==> src/hw/phase_offset_defs.vh <==
// constants for the channel phase offset register bank
`ifndef PHASE_OFFSET_DEFS_VH
`define PHASE_OFFSET_DEFS_VH

// ------------------------------------------------------------
// register indices (byte address is four times the index)
// ------------------------------------------------------------
`define IDX_SLOT0_HIGH 8'h87
`define IDX_SLOT1_LOW 8'h88
`define IDX_SLOT1_HIGH 8'h89
`define IDX_SLOT2_LOW 8'h8a
`define IDX_SLOT2_HIGH 8'h8b
`define IDX_SLOT3_LOW 8'h8c
`define IDX_SLOT3_HIGH 8'h8d
`define IDX_MODE_CTRL 8'h40
`define IDX_OFFSET_STATUS 8'h41

// ------------------------------------------------------------
// byte store positions and decode results
// ------------------------------------------------------------
`define POS_NONE 3'h7
`define SEL_NONE 2'h0
`define SEL_STORE 2'h1
`define SEL_CTRL 2'h2
`define SEL_STATUS 2'h3

// ------------------------------------------------------------
// mode control fields and reset values
// ------------------------------------------------------------
`define CTRL_DOWNCONV_BIT 0
`define CTRL_CONTWAVE_BIT 1
`define CTRL_CHMODE_LSB 2
`define CTRL_CHMODE_MSB 3
`define CHMODE_SINGLE 2'h0
`define CHMODE_DUAL 2'h1
`define CHMODE_OCTAL 2'h2
`define CTRL_RESET 4'h0
`define PHASE_BYTE_RESET 8'h00

// ------------------------------------------------------------
// status fields and bus answers
// ------------------------------------------------------------
`define STAT_ACTIVE_BIT 0
`define STAT_LAST_LSB 16
`define RESP_OKAY 2'h0
`define RESP_SLVERR 2'h2

`endif

==> src/hw/channel_phase_offset_regs.v <==
// channel phase offset register bank with axi4-lite slave and adder
//
// How it works
// - offset is 16 bits, low byte then high
// - offsets apply only with downconversion, octal also needs continuous wave
// - all ones means about 359.995 degrees
// - 0x00ff means about 1.4 degrees
// - byte registers read/write, reset to zero
// - pairs map to sequence slots in order
// - code equals 65536 times degrees over 360
// - octal needs wave and conversion; single/dual conversion
//
// The AXI4-Lite slave port was chosen for this implementation.
`timescale 1ns/1ns
`include "phase_offset_defs.vh"

module channel_phase_offset_regs (
  input wire clock,
  input wire sys_rst,
  // axi4-lite write address
  input wire [11:0] s_axi_awaddr,
  input wire s_axi_awvalid,
  output reg s_axi_awready,
  // axi4-lite write data
  input wire [31:0] s_axi_wdata,
  input wire [3:0] s_axi_wstrb,
  input wire s_axi_wvalid,
  output reg s_axi_wready,
  // axi4-lite write response
  output reg [1:0] s_axi_bresp,
  output reg s_axi_bvalid,
  input wire s_axi_bready,
  // axi4-lite read address
  input wire [11:0] s_axi_araddr,
  input wire s_axi_arvalid,
  output reg s_axi_arready,
  // axi4-lite read data
  output reg [31:0] s_axi_rdata,
  output reg [1:0] s_axi_rresp,
  output reg s_axi_rvalid,
  input wire s_axi_rready,
  // slot 0 low byte, kept by the neighbouring bank
  input wire [7:0] slot0_phase_offset_low,
  // oscillator phase stream
  input wire [15:0] osc_phase,
  input wire [2:0] sample_slot,
  input wire sample_valid,
  output reg [15:0] mixed_phase,
  output reg mixed_valid
);

  // ------------------------------------------------------------
  // decode helpers
  // ------------------------------------------------------------
  // word addressed map: byte address is four times the index, and
  // the two top address bits must be clear so that higher aliases
  // are refused rather than mirrored onto the bank
  // index to byte store position, none when not a phase byte
  function [2:0] pos_of;
    input [11:0] addr;
    reg [7:0] idx;
    begin
      idx = addr[9:2];
      pos_of = `POS_NONE;
      if (addr[11:10] == 2'h0 && idx >= `IDX_SLOT0_HIGH &&
          idx <= `IDX_SLOT3_HIGH) begin
        pos_of = idx[2:0] - 3'h7;
      end
    end
  endfunction

  // which register group an address hits
  function [1:0] sel_of;
    input [11:0] addr;
    begin
      if (pos_of(addr) != `POS_NONE) begin
        sel_of = `SEL_STORE;
      end else if (addr[11:10] == 2'h0 &&
                   addr[9:2] == `IDX_MODE_CTRL) begin
        sel_of = `SEL_CTRL;
      end else if (addr[11:10] == 2'h0 &&
                   addr[9:2] == `IDX_OFFSET_STATUS) begin
        sel_of = `SEL_STATUS;
      end else begin
        sel_of = `SEL_NONE;
      end
    end
  endfunction

  // ------------------------------------------------------------
  // state
  // ------------------------------------------------------------
  reg aw_held_q; // write address captured
  reg [11:0] aw_addr_q;
  reg w_held_q; // write data captured
  reg [31:0] w_data_q;
  reg w_lane0_q; // low byte lane enabled
  reg rd_pend_q; // read data being fetched
  reg [1:0] rd_sel_q; // group of pending read
  reg [3:0] mode_ctrl_q; // channel mode, wave and conversion enables
  reg offset_active_q; // offsets applied to the stream
  reg [15:0] last_offset_q; // offset of the last sample

  // handshake strobes, true in the cycle before the taking edge
  wire aw_fire = s_axi_awvalid && s_axi_awready;
  wire w_fire = s_axi_wvalid && s_axi_wready;
  wire ar_fire = s_axi_arvalid && s_axi_arready;
  wire do_write = aw_held_q && w_held_q && !s_axi_bvalid;
  wire [2:0] wr_pos = pos_of(aw_addr_q);
  wire [1:0] wr_sel = sel_of(aw_addr_q);
  wire store_wr = do_write && w_lane0_q && wr_sel == `SEL_STORE;
  wire [7:0] store_rd_data; // registered store read byte
  wire [55:0] store_bytes; // all stored bytes

  // ------------------------------------------------------------
  // byte store
  // ------------------------------------------------------------
  // only lane 0 carries a phase byte; with that lane off a write
  // is answered okay but leaves the store as it was
  phase_byte_store store (
    .clock(clock),
    .sys_rst(sys_rst),
    .wr_en(store_wr),
    .wr_pos(wr_pos),
    .wr_data(w_data_q[7:0]),
    .rd_en(ar_fire),
    .rd_pos(pos_of(s_axi_araddr)),
    .rd_data(store_rd_data),
    .all_bytes(store_bytes)
  );

  // ------------------------------------------------------------
  // write channels
  // ------------------------------------------------------------
  // address and data may come in either order; each is latched and
  // its ready dropped until the answer has been taken, so a master offering
  // one early is held off instead of losing the beat; the answer
  // follows one edge after the later of the two handshakes
  reg aw_held_d;
  reg w_held_d;
  reg bvalid_d;
  // next hold and response state
  always @* begin
    aw_held_d = aw_held_q || aw_fire;
    w_held_d = w_held_q || w_fire;
    bvalid_d = s_axi_bvalid && !s_axi_bready;
    if (do_write) begin
      aw_held_d = 1'b0;
      w_held_d = 1'b0;
      bvalid_d = 1'b1;
    end
  end

  // capture address and data in either order, then answer
  always @(posedge clock) begin
    if (sys_rst) begin
      aw_held_q <= 1'b0;
      w_held_q <= 1'b0;
      aw_addr_q <= 12'h000;
      w_data_q <= 32'h0000_0000;
      w_lane0_q <= 1'b0;
      s_axi_awready <= 1'b0;
      s_axi_wready <= 1'b0;
      s_axi_bvalid <= 1'b0;
      s_axi_bresp <= `RESP_OKAY;
      mode_ctrl_q <= `CTRL_RESET;
    end else begin
      aw_held_q <= aw_held_d;
      w_held_q <= w_held_d;
      s_axi_bvalid <= bvalid_d;
      s_axi_awready <= !aw_held_d && !bvalid_d;
      s_axi_wready <= !w_held_d && !bvalid_d;
      if (aw_fire) begin
        aw_addr_q <= s_axi_awaddr;
      end
      if (w_fire) begin
        w_data_q <= s_axi_wdata;
        w_lane0_q <= s_axi_wstrb[0];
      end
      if (do_write) begin
        // status and unmapped addresses refuse writes
        if (wr_sel == `SEL_STORE || wr_sel == `SEL_CTRL) begin
          s_axi_bresp <= `RESP_OKAY;
        end else begin
          s_axi_bresp <= `RESP_SLVERR;
        end
        // mode word lives in the low nibble of lane 0
        if (wr_sel == `SEL_CTRL && w_lane0_q) begin
          mode_ctrl_q <= w_data_q[3:0];
        end
      end
    end
  end

  // ------------------------------------------------------------
  // read channels
  // ------------------------------------------------------------
  // the byte store has a registered read port: its byte is caught at
  // the address handshake and forwarded one edge later, so rvalid
  // rises one edge after the handshake edge and arready stays low
  // until that answer has been taken
  reg rd_pend_d;
  reg rvalid_d;
  // next read state
  always @* begin
    rd_pend_d = ar_fire;
    rvalid_d = rd_pend_q || (s_axi_rvalid && !s_axi_rready);
  end

  // fetch one cycle, answer the next
  always @(posedge clock) begin
    if (sys_rst) begin
      rd_pend_q <= 1'b0;
      rd_sel_q <= `SEL_NONE;
      s_axi_arready <= 1'b0;
      s_axi_rvalid <= 1'b0;
      s_axi_rdata <= 32'h0000_0000;
      s_axi_rresp <= `RESP_OKAY;
    end else begin
      rd_pend_q <= rd_pend_d;
      s_axi_rvalid <= rvalid_d;
      s_axi_arready <= !rd_pend_d && !rvalid_d;
      if (ar_fire) begin
        rd_sel_q <= sel_of(s_axi_araddr);
      end
      if (rd_pend_q) begin
        s_axi_rresp <= `RESP_OKAY;
        // status: last offset used, and whether offsets apply
        case (rd_sel_q)
          `SEL_STORE: begin
            s_axi_rdata <= {24'h000000, store_rd_data};
          end
          `SEL_CTRL: begin
            s_axi_rdata <= {28'h0000000, mode_ctrl_q};
          end
          `SEL_STATUS: begin
            s_axi_rdata <= {last_offset_q, 15'h0000,
                            offset_active_q};
          end
          default: begin
            s_axi_rdata <= 32'h0000_0000;
            s_axi_rresp <= `RESP_SLVERR;
          end
        endcase
      end
    end
  end

  // ------------------------------------------------------------
  // offset datapath
  // ------------------------------------------------------------
  wire down_conv_on = mode_ctrl_q[`CTRL_DOWNCONV_BIT]; // conversion enable
  wire cont_wave_on = mode_ctrl_q[`CTRL_CONTWAVE_BIT]; // wave enable
  wire [1:0] chmode = mode_ctrl_q[`CTRL_CHMODE_MSB:`CTRL_CHMODE_LSB];
  // eight-channel use shifts phase only with wave and conversion on
  wire octal_ok = down_conv_on && cont_wave_on &&
                  chmode == `CHMODE_OCTAL;
  // one- and two-channel use shifts phase whenever conversion runs
  wire narrow_ok = down_conv_on &&
                   (chmode == `CHMODE_SINGLE || chmode == `CHMODE_DUAL);
  // any other setting passes the oscillator phase through untouched
  wire apply_on = octal_ok || narrow_ok;

  // slot 0 keeps its low byte in the neighbouring bank, so that byte
  // comes in on a port; later slots are wholly local, and slots 4 to 7
  // are served elsewhere and get no offset here
  reg [15:0] slot_offset; // assembled offset for this sample
  // pick the byte pair of the sample's sequence slot
  always @* begin
    case (sample_slot)
      3'h0: slot_offset = {store_bytes[7:0],
                           slot0_phase_offset_low};
      3'h1: slot_offset = {store_bytes[23:16],
                           store_bytes[15:8]};
      3'h2: slot_offset = {store_bytes[39:32],
                           store_bytes[31:24]};
      3'h3: slot_offset = {store_bytes[55:48],
                           store_bytes[47:40]};
      default: slot_offset = 16'h0000;
    endcase
  end

  // the offset code maps one full turn onto 16 bits, so a 16-bit sum
  // wraps exactly once per turn: all ones lands just below a full
  // turn and never reaches it
  // modulo-65536 add: full scale wraps below one cycle
  always @(posedge clock) begin
    if (sys_rst) begin
      mixed_phase <= 16'h0000;
      mixed_valid <= 1'b0;
      offset_active_q <= 1'b0;
      last_offset_q <= 16'h0000;
    end else begin
      mixed_valid <= sample_valid;
      offset_active_q <= apply_on;
      if (sample_valid) begin
        if (apply_on) begin
          mixed_phase <= osc_phase + slot_offset;
          last_offset_q <= slot_offset;
        end else begin
          mixed_phase <= osc_phase;
          last_offset_q <= 16'h0000;
        end
      end
    end
  end

endmodule // channel_phase_offset_regs

==> src/hw/phase_byte_store.v <==
// seven byte-wide phase offset registers with a registered read port
`timescale 1ns/1ns
`include "phase_offset_defs.vh"

module phase_byte_store (
  input wire clock,
  input wire sys_rst,
  input wire wr_en,          // one-cycle write strobe
  input wire [2:0] wr_pos,   // byte position 0..6
  input wire [7:0] wr_data,
  input wire rd_en,          // load read data
  input wire [2:0] rd_pos,
  output reg [7:0] rd_data,  // registered read data
  output wire [55:0] all_bytes // every byte, position 0 lowest
);

  // ------------------------------------------------------------
  // storage, one flop group per byte
  // ------------------------------------------------------------
  genvar g;
  generate
    for (g = 0; g < 7; g = g + 1) begin : bytes
      reg [7:0] val_q; // one byte of offset
      // zero at reset, loaded on a matching write
      always @(posedge clock) begin
        if (sys_rst) begin
          val_q <= `PHASE_BYTE_RESET;
        end else if (wr_en && wr_pos == g) begin
          val_q <= wr_data;
        end
      end
      assign all_bytes[g*8 +: 8] = val_q;
    end
  endgenerate

  // ------------------------------------------------------------
  // read port
  // ------------------------------------------------------------
  // read data held in a register, zero for no position
  always @(posedge clock) begin
    if (sys_rst) begin
      rd_data <= 8'h00;
    end else if (rd_en) begin
      if (rd_pos < 3'h7) begin
        rd_data <= all_bytes[rd_pos*8 +: 8];
      end else begin
        rd_data <= 8'h00;
      end
    end
  end

endmodule // phase_byte_store

==> config.mk <==
export PLATFORM = sky130hd
export DESIGN_NAME = channel_phase_offset_regs
export DESIGN_NICKNAME = d
export VERILOG_FILES = /design/src/hw/channel_phase_offset_regs.v /design/src/hw/phase_byte_store.v
export VERILOG_INCLUDE_DIRS = /design/src /design/src/hw
export SDC_FILE = /design/constraint.sdc
export NUM_CORES = 1
export LEC_CHECK = 0
export BUFFER_PORTS_ARGS = -buffer_cell sky130_fd_sc_hd__buf_4
export CORE_UTILIZATION = 40
export DETAILED_ROUTE_END_ITERATION = 10
export PLACE_DENSITY = 0.58
export SLEW_MARGIN = 20
export SYNTH_ARGS = -nofsm -noshare
export SYNTH_HDL_FRONTEND = slang
export SYNTH_SLANG_ARGS = --single-unit
==> constraint.sdc <==
create_clock -name clock -period 9.3 [get_ports clock]
set_input_delay 0.93 -clock clock [delete_from_list [all_inputs] [get_ports clock]]
set_output_delay 0.93 -clock clock [all_outputs]
set_load 0.03 [all_outputs]
* Word-level counts from Yosys, hierarchy flattened
Cells that the tools add are included.
** Word-level totals
- Register bits after elaboration :: 169
- Bits in latches :: 0
- RAM bits :: 0
- ROM bits :: 0
- Bits of input ports :: 95
- Output and inout bits :: 58
- Word-level logic and storage cells :: 131
- Memories :: 0
** Operators by class
- $add $sub $neg :: 3
- Multipliers :: 0
- Div/mod/pow operators :: 0
- $lt $le $gt $ge :: 5
- Eq/ne operators :: 22
- Shift-type cells :: 1
- Multiplexer cells :: 20
- Bitwise logic cells :: 0
- Reductions and logical operators :: 52
** Operator list (number)
- 32-bit case mux with 3 select lines :: 1
- 16-bit case mux with 4 select lines :: 1
- 56-bit by 7-bit indexed part select with 8-bit output :: 1
- 8-bit by 7-bit == test with 1-bit output (second input constant) :: 4
- 16-bit 2-to-1 mux :: 2
- 1-bit logical AND :: 31
- 16-bit adder :: 1
- 8-bit >= comparator (second input constant) :: 2
- 8-bit <= comparator (second input constant) :: 2
- 2-bit 2-to-1 mux :: 8
- 3-bit by 2-bit == test with 1-bit output (second input constant) :: 4
- 3-bit 2-to-1 mux :: 4
- 3-bit == test (second input constant) :: 3
- 2-bit == test (second input constant) :: 4
- 1-bit logical NOT :: 8
- 8-bit 2-to-1 mux :: 1
- 2-bit by 1-bit == test with 1-bit output (second input constant) :: 3
- 3-bit by 1-bit == test with 1-bit output (second input constant) :: 2
- 2-bit logical NOT :: 3
- 3-bit logical NOT :: 2
- 1-bit logical OR :: 6
- 3-bit inequality test (second input constant) :: 2
- 3-bit subtractor (second input constant) :: 2
- 3-bit less-than comparator (second input constant) :: 1
- other kinds (3) :: 5

* Longest topological paths before layout
- Depth in word-level cells :: 9
- Depth in mapped cells :: 12
- Depth with buffers taken out :: 10

* Modules after synthesis
A second synthesis with hierarchy kept.
** Unflattened totals
- Cells, all modules :: 922
- Area total of the unflattened synthesis :: 7742.4 um2
** By module, submodules not included
- channel_phase_offset_regs :: instances 1, cells an instance 595, area each 5041.1 um2
- phase_byte_store :: instances 1, cells an instance 327, area each 2701.3 um2

* Least setup slack after synthesis
OpenSTA, ideal clock, no wires.
- Path type :: input -> register
- Start point :: input port sample_slot[1]
- End point :: register mixed_phase[15]
- Setup time :: 0.138 ns
- Arrival time :: 3.949 ns
- Setup slack :: 5.213 ns
- Stages :: 12
- Cells stage by stage :: clkbuf_1 > buf_2 > mux4_2 > and2_1 > ha_1 > clkbuf_1 > and3_1 > and2_0 > a221o_1 > o21a_1 > a2111oi_0 > a2111oi_0
** On the way
- Cells in the longest elaborated chain, start to end :: 4
** Ends and longest elaborated chain
- start, declared :: RTL line channel_phase_offset_regs.v:46 : input wire [2:0] sample_slot,
- 3-bit by 2-bit == test with 1-bit output, or another cell as far along :: RTL line channel_phase_offset_regs.v:270 : case (sample_slot)
- 16-bit case mux with 4 select lines * :: RTL line channel_phase_offset_regs.v:270
- 16-bit adder * :: RTL line channel_phase_offset_regs.v:298 : mixed_phase <= osc_phase + slot_offset;
- 16-bit 2-to-1 mux * :: RTL line channel_phase_offset_regs.v:297 : if (apply_on) begin
- end signal, assigned :: RTL line channel_phase_offset_regs.v:298
- end signal, assigned :: RTL line channel_phase_offset_regs.v:301 : mixed_phase <= osc_phase;
- end, declared :: RTL line channel_phase_offset_regs.v:48 : output reg [15:0] mixed_phase,
Mark *: on every way between the ends. The rest lies on a longest branch, timed or not.
A chain may end at the register's enable or synchronous reset.

* Final worst setup path
Same ends and word-level chain as after synthesis.

==> flow_summary.json <==
{
  "grt_pass1_wl_um": 32800,
  "p_per_area_mw_per_mm2": 168,
  "setup_viol": 0,
  "core_mm2": 0.0189,
  "clkTransAtPathRegs_ps": 60,
  "antenna_found_initial": 0,
  "timing.setup.tns_ps": 0,
  "overflow": 0,
  "rows": 50,
  "skew_ps": 7.40,
  "crit_chain": "buf_4 -> mux4_2 -> and2_1 -> ha_1 -> a21oi_1 -> o21ai_1 -> a221o_1 -> o21a_1 -> a2111oi_0 -> a2111oi_0",
  "fin_crit_sh_pct": 39.5,
  "start_util_pct": 41.4,
  "synth-main-ff-cell": "dfxtp_1",
  "p_switching_uw": 402,
  "synth.distinct_cells": 66,
  "p_comb_share_pct": 9.9,
  "port_buffers": 111,
  "end_kind": "flip-flop",
  "syn_area_mm2": 0.00781,
  "ys_seq_elements": 157,
  "whs_ps": 454,
  "holdBufCountCts": 0,
  "die_w_um": 142,
  "met1_usage_pct": 29.4,
  "root_buffer": "clkbuf_16",
  "layout_min_cycle_time_ps": 3670,
  "boundaryPins": 153,
  "syn2layout_area_growth_pct": 19.9,
  "syn_area_per_cell_um2": 8.93,
  "final_common_cell": "dfxtp_1",
  "p_int_mw": 1.18,
  "arrival_ps": 3940,
  "post_drt_wl_per_cell_um": 17.1,
  "antennaDiodeCount": 0,
  "fin_cells": 1227,
  "synth_top_area_share_pct": 40.2,
  "die_area_mm2": 0.0201,
  "use_met3_pct": 3.85,
  "cp-start-kind": "primary input",
  "dp_hpwl_um": 14600,
  "rsz0062_at_grt": "no",
  "drv_cap": 0,
  "drtIter0Drc": 430,
  "crit_start": "sample_slot[1]",
  "gp_congestion": 0.883,
  "ant_nets": 0,
  "hold_start": "aw_addr_q[7]",
  "grt_max_degree": 91,
  "cts.sinks": 157,
  "clock_latency_ps": 430,
  "route.vias.total": 6463,
  "drc": 0,
  "drive_gt1_share_pct": 18.7,
  "postCtsSetupRepairBufs": 0,
  "viasPerCell": 5.27,
  "clock_path_buffers": 2,
  "yosys_warnings": 0,
  "drv_slew": 0,
  "slew_headroom_pct": 36.0,
  "crit_fanout": 16,
  "fmax_mhz": 272,
  "yosysSeqAreaShare_pct": 40.2,
  "critPathSlowestCell": "mux4_2",
  "top_usage_layer": "met2",
  "final_util_pct": 49.6,
  "synthTopCellsByArea": "dfxtp_1, mux2i_1, nor2_1",
  "outcome": "finished, final reports clean",
  "syn_inst": 875,
  "htreeDepth": 4,
  "p_leak_nw": 3.94,
  "post_cts_resized": 0,
  "grt_pass1_vias": 5979,
  "swShare_pct": 25.4,
  "synth-edff-count": 0,
  "worst_pin_slew_ps": 959,
  "ys_async_sr_fraction_pct": 0,
  "crit_top_cell": "a2111oi_0",
  "wl_um": 21000,
  "final_cell_mix": "dfxtp_1, nor2_1, buf_4, nand2_1, mux2i_1",
  "hold_violations": 0,
  "cts_buffers": 17,
  "worst-endpoint-required_ps": 9560,
  "reg2reg_from": "store.bytes[6].val_q[2]",
  "crit_family": "compound AO/OA/AOI/OAI gates",
  "cts_tree": "done",
  "worst-path-buf-inv": 1,
  "grtUsageTotal_pct": 21.4,
  "slowest_delay_ps": 570,
  "vdd_drop_max_mv": 0.131,
  "nets": 1073,
  "yosysTopAreaCell": "dfxtp_1",
  "drt_pass1_iterations": 4,
  "path_class": "primary input to flip-flop",
  "place_inst": 1195,
  "grtUsageMet2_pct": 33.5,
  "die_h_um": 142,
  "hp-class": "flip-flop to flip-flop",
  "p_seq_share_pct": 44.2,
  "pwr-share-clk_pct": 46.0
}
==> cells in the mapped netlist (6+ instances only) <==
cell type  instances
a311oi_1           8
and3_1             9
nor2_1           129
clkbuf_1          50
o2bb2ai_1          8
nand2_1           92
buf_4             10
nor2b_1           24
o221ai_1           9
dfxtp_1          157
and2_1            18
a22o_1             8
mux2i_1           73
nand3_1           17
a211oi_1           7
a21oi_1           66
xnor2_1            6
nor3_1             9
o21ai_1           18
a22oi_1           19
ha_1              23
nand2b_1          11
mux4_2            16
a21o_1            10
==> layer usage <==
| metal | vias to the layer above | share of wire [%] |
|---|---|---|
| met2 | 162 | 47 |
| li1 | 3236 | - |
| met1 | 3038 | 48 |
| met4 | 0 | 2.0 |
| met3 | 27 | 3.9 |
| met5 | - | 0 |
==> layout make-up <==
type / instances / area [um2]
Clock buffer: 20 / 447
Sequential cell: 157 / 3140
Timing Repair Buffer: 116 / 871
Tap cell: 260 / 325
Clock inverter: 12 / 161
Fill cell: 1865 / 9530
Inverter: 9 / 33.8
Multi-Input combinational cell: 653 / 4390
==> per-stage QoR <==
step                      setup slack [ps]  cell area, um2  total power, mW
after global routing                  5460            9370             1.63
after detailed placement              5190            8760            0.868
final                                 5630            9370             1.58
after global placement                5200            8760            0.867
after floorplan                       5210            7850            0.812
after CTS                             5640            9370             1.59
==> tightest hold or removal path: stages, from the launching register on <==
cell and delay [ps]:
dfxtp_1 310, nand2_1 50, a21oi_1 50
==> power groups by stage <==
stage	combinational (mW)	clock [mW]	sequential, mW
final	0.156	0.725	0.697
after global routing	0.169	0.765	0.699
after CTS	0.156	0.734	0.697
after detailed placement	0.156	0	0.712
after global placement	0.155	0	0.712
after floorplan	0.0906	0	0.722
==> cell families after synthesis <==
logic type | after synthesis | share of synthesized area [%]
AO/OA/AOI/OAI | 177 | 14.9
XOR/XNOR | 11 | 1.23
adder cells (fa/ha/maj) | 24 | 3.94
buffers and inverters | 74 | 4.08
flip-flops | 157 | 40.2
multiplexers | 90 | 14.1
other | 1 | 0.0480
AND/OR/NAND/NOR | 341 | 21.5
==> path summary, 6_finish.rpt <==
kind	depth (start not counted)	to	slack, ps
max	10	mixed_phase[15]	5630
min	2	aw_addr_q[7]	450
min reg2reg	2	aw_addr_q[7]	450
max reg2reg	9	mixed_phase[15]	6200
==> flip-flops by register name (all words and copies together), names as in the netlist <==
name,cells
aw_addr_q,10
aw_held_q,1
last_offset_q,16
mixed_phase,16
mixed_valid,1
mode_ctrl_q,4
offset_active_q,1
rd_pend_q,1
rd_sel_q,2
s_axi_arready,1
s_axi_awready,1
s_axi_bresp,1
s_axi_bvalid,1
s_axi_rdata,24
s_axi_rresp,1
s_axi_rvalid,1
s_axi_wready,1
store.bytes.val_q,56
store.rd_data,8
w_data_q,8
w_held_q,1
w_lane0_q,1
No activity file was read; power rests on OpenSTA's default activity.
